--- src/core/ext_bus_pkg.sv ---
package ext_bus_pkg;

  localparam int ADDR_W = 24;
  localparam int DATA_W = 16;

  localparam logic [23:0] OFS_PMC0 = 24'h00005E;
  localparam logic [23:0] OFS_PMC1 = 24'h00005F;
  localparam logic [23:0] OFS_OSC0 = 24'h00006C;
  localparam logic [23:0] INT_AREA_END = 24'h000880;

  localparam int BIT_EVAL = 0;
  localparam int BIT_NOWAIT = 2;
  localparam int BIT_WAIT_SEL = 0;
  localparam int BIT_SIG_DIS = 6;

  localparam logic RST_EVAL = 1'b0;
  localparam logic RST_NOWAIT = 1'b0;
  localparam logic RST_WAIT_SEL = 1'b0;
  localparam logic RST_SIG_DIS = 1'b0;

  // One bus tick is two periods of the internal CPU clock.
  localparam int CLK_PERIOD_NS = 10;
  localparam int TICK_PERIOD_NS = 20;
  localparam int TICK_DIV_DFLT = TICK_PERIOD_NS / CLK_PERIOD_NS;

  // Whole access length in ticks, address phase included.
  localparam logic [2:0] TICKS_NOWAIT = 3'h2;
  localparam logic [2:0] TICKS_WAIT15 = 3'h3;
  localparam logic [2:0] TICKS_WAIT20 = 3'h4;

  typedef enum logic [1:0] {
    ST_IDLE = 2'b00,
    ST_ADDR = 2'b01,
    ST_STRB = 2'b11
  } bus_state_t;

endpackage : ext_bus_pkg

--- src/core/tick_divider.sv ---
`timescale 1ns/1ps
`default_nettype none
module tick_divider #(
  parameter int DIV = 2
) (
  input wire logic clk_in,
  input wire logic rst_n_in,
  input wire logic clear_in,
  output logic tick_out
);

  localparam int CW = $clog2(DIV);
  localparam logic [CW-1:0] LAST = CW'(DIV - 1);

  if (DIV < 2) begin : g_bad_div
    $error("tick_divider needs DIV of at least 2");
  end

  logic [CW-1:0] cnt_r;

  assign tick_out = (cnt_r == LAST) & ~clear_in;

  always_ff @(posedge clk_in or negedge rst_n_in) begin
    if (!rst_n_in) begin
      cnt_r <= '0;
    end else if (clear_in || cnt_r == LAST) begin
      cnt_r <= '0;
    end else begin
      cnt_r <= cnt_r + 1'b1;
    end
  end

endmodule : tick_divider
`default_nettype wire

--- src/core/phase_counter.sv ---
`timescale 1ns/1ps
`default_nettype none
module phase_counter #(
  parameter int W = 3
) (
  input wire logic clk_in,
  input wire logic rst_n_in,
  input wire logic load_in,
  input wire logic [W-1:0] load_val_in,
  input wire logic dec_in,
  output logic last_out
);

  if (W < 1) begin : g_bad_w
    $error("phase_counter needs W of at least 1");
  end

  logic [W-1:0] cnt_r;

  assign last_out = (cnt_r == W'(1));

  always_ff @(posedge clk_in or negedge rst_n_in) begin
    if (!rst_n_in) begin
      cnt_r <= '0;
    end else if (load_in) begin
      cnt_r <= load_val_in;
    end else if (dec_in && cnt_r != '0) begin
      cnt_r <= cnt_r - 1'b1;
    end
  end

endmodule : phase_counter

--- src/core/external_memory_bus_interface.sv ---
`timescale 1ns/1ps
`default_nettype none
module external_memory_bus_interface #(
  parameter int TICK_DIV = ext_bus_pkg::TICK_DIV_DFLT
) (
  input wire logic MCLK_IN,
  input wire logic RESET_N_IN,
  input wire logic BUS_WIDTH_STRAP_IN,
  input wire logic REQ_IN,
  input wire logic REQ_WRITE_IN,
  input wire logic REQ_WORD_IN,
  input wire logic [ext_bus_pkg::ADDR_W-1:0] REQ_ADDR_IN,
  input wire logic [ext_bus_pkg::DATA_W-1:0] REQ_WDATA_IN,
  input wire logic [7:0] MID_IN,
  input wire logic [7:0] UP_IN,
  output var logic BUSY_OUT,
  output var logic DONE_OUT,
  output var logic [ext_bus_pkg::DATA_W-1:0] RDATA_OUT,
  output var logic EVAL_MODE_OUT,
  output var logic [7:0] ADDR_LO_OUT,
  output var logic [7:0] MID_OUT,
  output var logic MID_OE_OUT,
  output var logic [7:0] UP_OUT,
  output var logic UP_OE_OUT,
  output var logic E_N_OUT,
  output var logic RW_OUT,
  output var logic BYTE_HIGH_ENABLE_N_OUT,
  output var logic ALE_OUT
);
  import ext_bus_pkg::*;

  if (TICK_DIV < 2) begin : g_bad_div
    $error("TICK_DIV must be at least 2");
  end

  bus_state_t state_r, state_nxt;
  logic [23:0] addr_r;
  logic [15:0] wdata_r;
  logic write_r, word_r, int_r, narrow_r, second_r, second_nxt;
  logic [2:0] strb_ticks_r;
  logic eval_r, nowait_r, wait_sel_r, sig_dis_r;
  logic tick, last;

  // Request fields as seen this cycle: fresh on accept, held afterwards.
  wire accept = REQ_IN & (state_r == ST_IDLE);
  wire [23:0] a_addr = accept ? REQ_ADDR_IN : addr_r;
  wire [15:0] a_wdata = accept ? REQ_WDATA_IN : wdata_r;
  wire a_write = accept ? REQ_WRITE_IN : write_r;
  wire a_word = accept ? (REQ_WORD_IN & ~REQ_ADDR_IN[0]) : word_r;
  wire a_int = accept ? (REQ_ADDR_IN < INT_AREA_END) : int_r;
  // On-chip area always runs 16 bits wide whatever the strap says.
  wire a_narrow = accept ? (BUS_WIDTH_STRAP_IN & ~a_int) : narrow_r;

  wire finish = (state_r == ST_STRB) & tick & last;
  wire split = word_r & narrow_r;
  wire more = finish & split & ~second_r;

  // An 8-bit bus moves a word as even byte then odd byte.
  wire cur_a0 = (a_word & a_narrow) ? second_nxt : a_addr[0];
  wire both_lanes = a_word & ~a_narrow;
  wire odd_part = both_lanes | cur_a0;
  wire even_part = both_lanes | ~cur_a0;
  wire in_data = (state_nxt == ST_STRB);
  wire strobe_on = in_data & ~(a_int & sig_dis_r);

  // Wait settings are frozen at accept so a register write cannot
  // stretch an access already under way.
  wire [2:0] cfg_ticks = (a_int | nowait_r) ? TICKS_NOWAIT :
                         (wait_sel_r ? TICKS_WAIT15 : TICKS_WAIT20);
  wire [2:0] strb_load = cfg_ticks - 3'h1;

  wire ale_nxt = (state_nxt == ST_ADDR);
  wire rw_nxt = (state_nxt == ST_IDLE) | ~a_write;
  wire bhe_n_nxt = (state_nxt == ST_IDLE) | ~odd_part;
  wire [7:0] lo_nxt = {a_addr[7:1], cur_a0};
  wire mid_data = ~a_narrow & in_data;
  wire [7:0] mid_nxt = mid_data ? a_wdata[15:8] : a_addr[15:8];
  wire mid_oe_nxt = mid_data ? (a_write & odd_part) : 1'b1;
  wire [7:0] up_byte = (a_narrow & cur_a0) ? a_wdata[15:8] : a_wdata[7:0];
  wire [7:0] up_nxt = in_data ? up_byte : a_addr[23:16];
  wire up_oe_nxt = in_data ? (a_write & (a_narrow | even_part)) : 1'b1;

  // Mode register file, reached by on-chip accesses at its own addresses.
  wire hit_pmc = (addr_r[23:1] == OFS_PMC0[23:1]);
  wire hit_osc = (addr_r[23:1] == OFS_OSC0[23:1]);
  wire done_a0 = split ? second_r : addr_r[0];
  // A word split over the 8-bit bus fills one lane per pass only.
  wire whole_word = word_r & ~split;
  wire lane_even = whole_word | ~done_a0;
  wire lane_odd = whole_word | done_a0;
  wire reg_wr = finish & write_r & int_r;
  logic [7:0] pmc0_byte, pmc1_byte, osc0_byte;

  always_comb begin
    pmc0_byte = 8'h00;
    pmc0_byte[BIT_EVAL] = eval_r;
    pmc0_byte[BIT_NOWAIT] = nowait_r;
    pmc1_byte = 8'h00;
    pmc1_byte[BIT_WAIT_SEL] = wait_sel_r;
    osc0_byte = 8'h00;
    osc0_byte[BIT_SIG_DIS] = sig_dis_r;
  end

  wire [7:0] reg_even = hit_pmc ? pmc0_byte : (hit_osc ? osc0_byte : 8'h00);
  wire [7:0] reg_odd = hit_pmc ? pmc1_byte : 8'h00;
  // On-chip reads take register data; the pins are never looked at.
  wire [7:0] rd_even = int_r ? reg_even : UP_IN;
  wire [7:0] rd_odd = int_r ? reg_odd : (narrow_r ? UP_IN : MID_IN);
  wire cap = finish & ~write_r;
  wire [15:0] rdata_nxt = {
    (cap & lane_odd) ? rd_odd : RDATA_OUT[15:8],
    (cap & lane_even) ? rd_even : RDATA_OUT[7:0]};

  tick_divider #(
    .DIV(TICK_DIV)
  ) u_tick (
    .clk_in(MCLK_IN),
    .rst_n_in(RESET_N_IN),
    .clear_in(accept),
    .tick_out(tick)
  );

  phase_counter #(
    .W(3)
  ) u_phase (
    .clk_in(MCLK_IN),
    .rst_n_in(RESET_N_IN),
    .load_in((state_r == ST_ADDR) & tick),
    .load_val_in(strb_ticks_r),
    .dec_in((state_r == ST_STRB) & tick),
    .last_out(last)
  );

  always_comb begin
    second_nxt = second_r;
    if (accept) begin
      second_nxt = 1'b0;
    end else if (more) begin
      second_nxt = 1'b1;
    end
  end

  always_comb begin
    case (state_r)
      ST_IDLE: state_nxt = accept ? ST_ADDR : ST_IDLE;
      ST_ADDR: state_nxt = tick ? ST_STRB : ST_ADDR;
      ST_STRB: state_nxt = finish ? (more ? ST_ADDR : ST_IDLE) : ST_STRB;
      default: state_nxt = ST_IDLE;
    endcase
  end

  always_ff @(posedge MCLK_IN or negedge RESET_N_IN) begin
    if (!RESET_N_IN) begin
      state_r <= ST_IDLE;
      second_r <= 1'b0;
    end else begin
      state_r <= state_nxt;
      second_r <= second_nxt;
    end
  end

  always_ff @(posedge MCLK_IN or negedge RESET_N_IN) begin
    if (!RESET_N_IN) begin
      addr_r <= 24'h000000;
      wdata_r <= 16'h0000;
      write_r <= 1'b0;
      word_r <= 1'b0;
      int_r <= 1'b0;
      narrow_r <= 1'b0;
      strb_ticks_r <= 3'h1;
    end else if (accept) begin
      addr_r <= a_addr;
      wdata_r <= a_wdata;
      write_r <= a_write;
      word_r <= a_word;
      int_r <= a_int;
      narrow_r <= a_narrow;
      strb_ticks_r <= strb_load;
    end
  end

  always_ff @(posedge MCLK_IN or negedge RESET_N_IN) begin
    if (!RESET_N_IN) begin
      eval_r <= RST_EVAL;
      nowait_r <= RST_NOWAIT;
      wait_sel_r <= RST_WAIT_SEL;
      sig_dis_r <= RST_SIG_DIS;
    end else if (reg_wr) begin
      if (hit_pmc && lane_even) begin
        eval_r <= wdata_r[BIT_EVAL];
        nowait_r <= wdata_r[BIT_NOWAIT];
      end
      if (hit_pmc && lane_odd) begin
        wait_sel_r <= wdata_r[8 + BIT_WAIT_SEL];
      end
      if (hit_osc && lane_even) begin
        sig_dis_r <= wdata_r[BIT_SIG_DIS];
      end
    end
  end

  always_ff @(posedge MCLK_IN or negedge RESET_N_IN) begin
    if (!RESET_N_IN) begin
      ALE_OUT <= 1'b0;
      E_N_OUT <= 1'b1;
      RW_OUT <= 1'b1;
      BYTE_HIGH_ENABLE_N_OUT <= 1'b1;
      ADDR_LO_OUT <= 8'h00;
      MID_OUT <= 8'h00;
      MID_OE_OUT <= 1'b1;
      UP_OUT <= 8'h00;
      UP_OE_OUT <= 1'b1;
    end else begin
      ALE_OUT <= ale_nxt;
      E_N_OUT <= ~strobe_on;
      RW_OUT <= rw_nxt;
      BYTE_HIGH_ENABLE_N_OUT <= bhe_n_nxt;
      ADDR_LO_OUT <= lo_nxt;
      MID_OUT <= mid_nxt;
      MID_OE_OUT <= mid_oe_nxt;
      UP_OUT <= up_nxt;
      UP_OE_OUT <= up_oe_nxt;
    end
  end

  always_ff @(posedge MCLK_IN or negedge RESET_N_IN) begin
    if (!RESET_N_IN) begin
      BUSY_OUT <= 1'b0;
      DONE_OUT <= 1'b0;
      RDATA_OUT <= 16'h0000;
      EVAL_MODE_OUT <= RST_EVAL;
    end else begin
      BUSY_OUT <= (state_nxt != ST_IDLE);
      DONE_OUT <= finish & ~more;
      RDATA_OUT <= rdata_nxt;
      EVAL_MODE_OUT <= eval_r;
    end
  end

  property p_ale_pulse;
    @(posedge MCLK_IN) disable iff (!RESET_N_IN)
      $rose(ALE_OUT) |-> ALE_OUT[*2] ##1 !ALE_OUT;
  endproperty
  a_ale_pulse: assert property (p_ale_pulse)
    else $error("address latch enable high for wrong length");

  property p_strobe_follows_ale;
    @(posedge MCLK_IN) disable iff (!RESET_N_IN)
      $fell(ALE_OUT) && !(int_r && sig_dis_r) |-> !E_N_OUT && ALE_OUT == 1'b0;
  endproperty
  a_strobe_follows_ale: assert property (p_strobe_follows_ale)
    else $error("strobe not asserted after address phase");

  property p_internal_nowait;
    @(posedge MCLK_IN) disable iff (!RESET_N_IN)
      $fell(E_N_OUT) && int_r |-> !E_N_OUT[*2] ##1 E_N_OUT;
  endproperty
  a_internal_nowait: assert property (p_internal_nowait)
    else $error("on-chip access was lengthened");

  property p_wait_double;
    @(posedge MCLK_IN) disable iff (!RESET_N_IN)
      $fell(E_N_OUT) && strb_ticks_r == 3'h3 |-> !E_N_OUT[*6] ##1 E_N_OUT;
  endproperty
  a_wait_double: assert property (p_wait_double)
    else $error("double-length strobe has wrong width");

  property p_wait_config;
    @(posedge MCLK_IN) disable iff (!RESET_N_IN)
      accept && !a_int && !nowait_r |=>
        strb_ticks_r == ($past(wait_sel_r) ? 3'h2 : 3'h3);
  endproperty
  a_wait_config: assert property (p_wait_config)
    else $error("wait length does not follow the select bit");

  property p_sig_disable;
    @(posedge MCLK_IN) disable iff (!RESET_N_IN)
      state_r != ST_IDLE && int_r && sig_dis_r |-> E_N_OUT;
  endproperty
  a_sig_disable: assert property (p_sig_disable)
    else $error("strobe pulsed on on-chip access while disabled");

  property p_odd_byte_enable;
    @(posedge MCLK_IN) disable iff (!RESET_N_IN)
      !ALE_OUT && BUSY_OUT && ADDR_LO_OUT[0] |-> !BYTE_HIGH_ENABLE_N_OUT;
  endproperty
  a_odd_byte_enable: assert property (p_odd_byte_enable)
    else $error("odd byte access without byte-high-enable");

  property p_read_release;
    @(posedge MCLK_IN) disable iff (!RESET_N_IN)
      !E_N_OUT && RW_OUT |-> !UP_OE_OUT && !(MID_OE_OUT && !narrow_r);
  endproperty
  a_read_release: assert property (p_read_release)
    else $error("data lanes driven during a read strobe");

  property p_narrow_mid_addr;
    @(posedge MCLK_IN) disable iff (!RESET_N_IN)
      BUSY_OUT && narrow_r |-> MID_OE_OUT && MID_OUT == addr_r[15:8];
  endproperty
  a_narrow_mid_addr: assert property (p_narrow_mid_addr)
    else $error("middle group left address duty on 8-bit bus");

  property p_addr_phase;
    @(posedge MCLK_IN) disable iff (!RESET_N_IN)
      ALE_OUT |-> UP_OUT == addr_r[23:16] && MID_OUT == addr_r[15:8]
        && ADDR_LO_OUT[7:1] == addr_r[7:1];
  endproperty
  a_addr_phase: assert property (p_addr_phase)
    else $error("address phase shows wrong address");

endmodule : external_memory_bus_interface
`default_nettype wire

--- config.mk ---
export PLATFORM = sky130hd
export DESIGN_NAME = external_memory_bus_interface
export DESIGN_NICKNAME = d
export VERILOG_FILES = /design/src/core/ext_bus_pkg.sv /design/src/core/tick_divider.sv /design/src/core/phase_counter.sv /design/src/core/external_memory_bus_interface.sv
export SDC_FILE = /design/constraint.sdc
export NUM_CORES = 1
export LEC_CHECK = 0
export ABC_AREA = 0
export BUFFER_PORTS_ARGS = -buffer_cell sky130_fd_sc_hd__buf_4
export CORE_ASPECT_RATIO = 0.8
export CORE_UTILIZATION = 53
export DETAILED_ROUTE_END_ITERATION = 12
export GPL_TIMING_DRIVEN = 0
export PLACE_DENSITY = 0.9
export RECOVER_POWER = 100
export SLEW_MARGIN = 40
export SYNTH_ARGS = -nofsm -noshare
export SYNTH_HDL_FRONTEND = slang
export SYNTH_HIERARCHICAL = 1
export SYNTH_SLANG_ARGS = --single-unit
--- constraint.sdc ---
create_clock -name MCLK_IN -period 3.08 [get_ports MCLK_IN]
set_clock_uncertainty 0.05 [all_clocks]
set_input_delay 0.308 -clock MCLK_IN [delete_from_list [all_inputs] [get_ports MCLK_IN]]
set_output_delay 0.308 -clock MCLK_IN [all_outputs]
set_load 0.01 [all_outputs]
==> metrics.txt <==
outcome complete, but fails checks; failing checks capacitance limit, slew limit; Final Util 0.680; synthesized area 4580 um^2; RD Place Congestion 0.906; crit path time final 2.75 ns; Worst setup EP type register; dpl cells 660; worst r2r src state_r[1]; Post-synth EDFFs 0; Initial Util 0.560; Final Max Slew Viols 48; CP Launch Point state_r[1]; cell repeated most along the worst path o21ai_0; crit start category register; die height 85.1 um; antenna violations before repair 0; Max-slew headroom -0.432; pin count of the biggest net entering global routing 107; Rows 29; dpl hpwl ~8.5 mm; part of the power in the clock network 0.152; Mean Syn Cell Area 10.4 um^2; sequential power share 0.436; Clock H-tree levels 3; required time worst endpoint between 3 and 4 ns; first drt pass iteration count 5; Setup TNS 0 ns; PwrDens 966 nW/um^2; final worst-path cycle share 0.892; Sink Count 106; synthesized net count 507; Slowest-stage cell, CP dfrtp_1; Seq/Total Area, Yosys 0.581; TritonCTS clock tree yes; Arr. time, crit path 2.98 ns; final instance area 5550 um^2; Leak between 0.002 and 0.003 uW; Non-Filler Instances 677; switch share 0.409; Worst Hold Launch REQ_ADDR_IN[3]; Die X 106 um; max-cap violations 1; final hold vios 0; Worst Setup Path Type reg2reg; critical path peak fanout 29; first-pass GRT wire length 18.8 mm; CTS root buf clkbuf_8; DR WL/cell 17.0 um; Peak Freq 364 MHz; top_reg_cell synth dfrtp_1; Via Count roughly 3,800; most common cell after layout, fill and taps aside nand2_1; diode count 0; clk buf depth 2; number of global-route vias before repair 3,877; fillers 657; setup violators final 0; Final Power 5360 uW; placed cell area 5540 um^2; Via density 5.55; VDD IR max 0.471 mV; FFs w/ async S/R, synth 1.00; # IOs 111; cell count after synthesis approximately 440; Worst Max-Slew Pin Slew 2.15 ns; Area Growth Syn to Fin 21.3%; Comb power frac 0.413; core box area 8160 um^2; remaining antenna violation count after routing 0; # nets final 629; GR Util All Layers 0.274; sequential cell area 2660 um^2; FF+latch count, synth roughly 110; grt ovf 0; Clock Latency Late Sink 0.38 ns; drt drc 0; RSZ-0062 raised after global routing false; critical path cell sequence or3b_4 > clkinv_4 > buf_6 > nor2b_4 > nand4_1 > o21ai_0 > a22oi_2 > clkbuf_2 > o31ai_1 > o21ai_0; initial DRC count between 200 and 300; WL final 11.5 mm; worst min path class in2reg; PortBufs 110; share of cells above drive strength 1 0.204; CP max stage delay 0.45 ns; Internal Power 3170 uW; Die ar. ~9000 um^2; Warnings, synthesis 6; P_sw 2190 uW; Clk pin slew, worst setup/hold paths 0.11 ns; area of the multi-input gates roughly 1700 um^2; most frequent cells in the layout 121 x nand2_1, 100 x dfrtp_1, 60 x buf_4; Netlist cell types 47; TritonCTS buffer count 9
-- state kept, by name, indices dropped and copies added, names as in the netlist, 2 cells and up --
signal,cells
addr_r,24
RDATA_OUT,16
wdata_r,16
ADDR_LO_OUT,8
MID_OUT,8
UP_OUT,8
u_phase/cnt_r,3
state_r,2
strb_ticks_r,2
-- routing by layer --
metal  GRT usage  part of all wire  up-vias
met1       0.351              0.41     1785
met3      0.0637             0.073       39
met2       0.444              0.48      203
met5           0                 0        -
met4       0.133             0.034        0
li1            -                 -     1732
-- layout make-up --
type	instances	share of cell area
inverters	20	0.0144
multi-input cells	300	0.312
plain buffers	14	0.0126
clock inverters	7	0.0108
well taps	108	0.0244
clock buffers	9	0.0223
repair buffers	113	0.124
flip-flops and latches	106	0.479
-- logic make-up after synthesis --
logic type / synth area share
other cells: 0.000820
buf+inv: 0.0358
fa+ha+maj: 0.00820
simple gates: 0.203
compound gates: 0.0785
mux: 0.0927
flops: 0.581
-- synthesized netlist by cell type (2+ instances only) --
cell type,instances,share of area
nand2_1,121,0.099
dfrtp_1,100,0.55
nor2_1,28,0.023
mux2i_1,21,0.046
mux2_2,19,0.047
inv_1,18,0.015
a21oi_1,15,0.016
o21ai_1,9,0.0098
nand2b_1,8,0.011
o21ai_0,8,0.0088
o31ai_1,8,0.013
buf_2,7,0.0077
nor4_1,7,0.0096
a31oi_1,6,0.0082
clkbuf_1,6,0.0049
dfstp_2,6,0.034
nand3b_1,6,0.0098
nand3_1,5,0.0055
nor2b_1,5,0.0068
nor3_1,5,0.0055
and3_1,4,0.0055
ha_1,3,0.0082
buf_6,2,0.0049
nand4_1,2,0.0027
-- power groups by stage --
| stage | clock network [uW] | registers [uW] | logic, uW |
|---|---|---|---|
| floorplan | 0 | 2420 | 1360 |
| finish | 814 | 2330 | 2210 |
| CTS | 830 | 2340 | 2460 |
| detailed placement | 0 | 2360 | 2420 |
| global placement | 0 | 2320 | 2310 |
| global route | 872 | 2390 | 2430 |
-- repair_timing --
item / 4_1_cts / 5_1_grt
hold endpoints to repair: 100 / 0
buffers inserted: 1 / 0
hold buffers: 1 / 0
endpoints found under the setup margin: 8 / 11
gates resized for setup: 0 / 4
pin swaps: 2 / 0
-- critical path: cells and delay by family (launching register included) --
kind	cells	cell delay, ns
AND/OR/NAND/NOR	3	0.81
AO/OA/AOI/OAI	4	0.73
buffers and inverters	3	0.60
flip-flops	1	0.45
-- stage by stage --
step,hold slack [ns],setup slack (ns)
after floorplan,-0.0376,0.460
after global placement,0.363,0.0274
after detailed placement,0.364,-0.0334
after CTS,0.0762,0.103
after global routing,0.0899,0.121
final,0.0855,0.332
-- path summary, 6_finish.rpt --
check	end	slack [ns]	depth (start not counted)
worst max-delay path	UP_OUT[6]	0.33	10
worst min-delay path	ADDR_LO_OUT[3]	0.09	3
worst max register to register	UP_OUT[6]	0.33	10
worst min register to register	u_tick/cnt_r	0.41	1
max in group asynchronous	ADDR_LO_OUT[5]	0.59	2
min in group asynchronous	wait_sel_r	1.17	2
(Power assumes the default switching activity.)
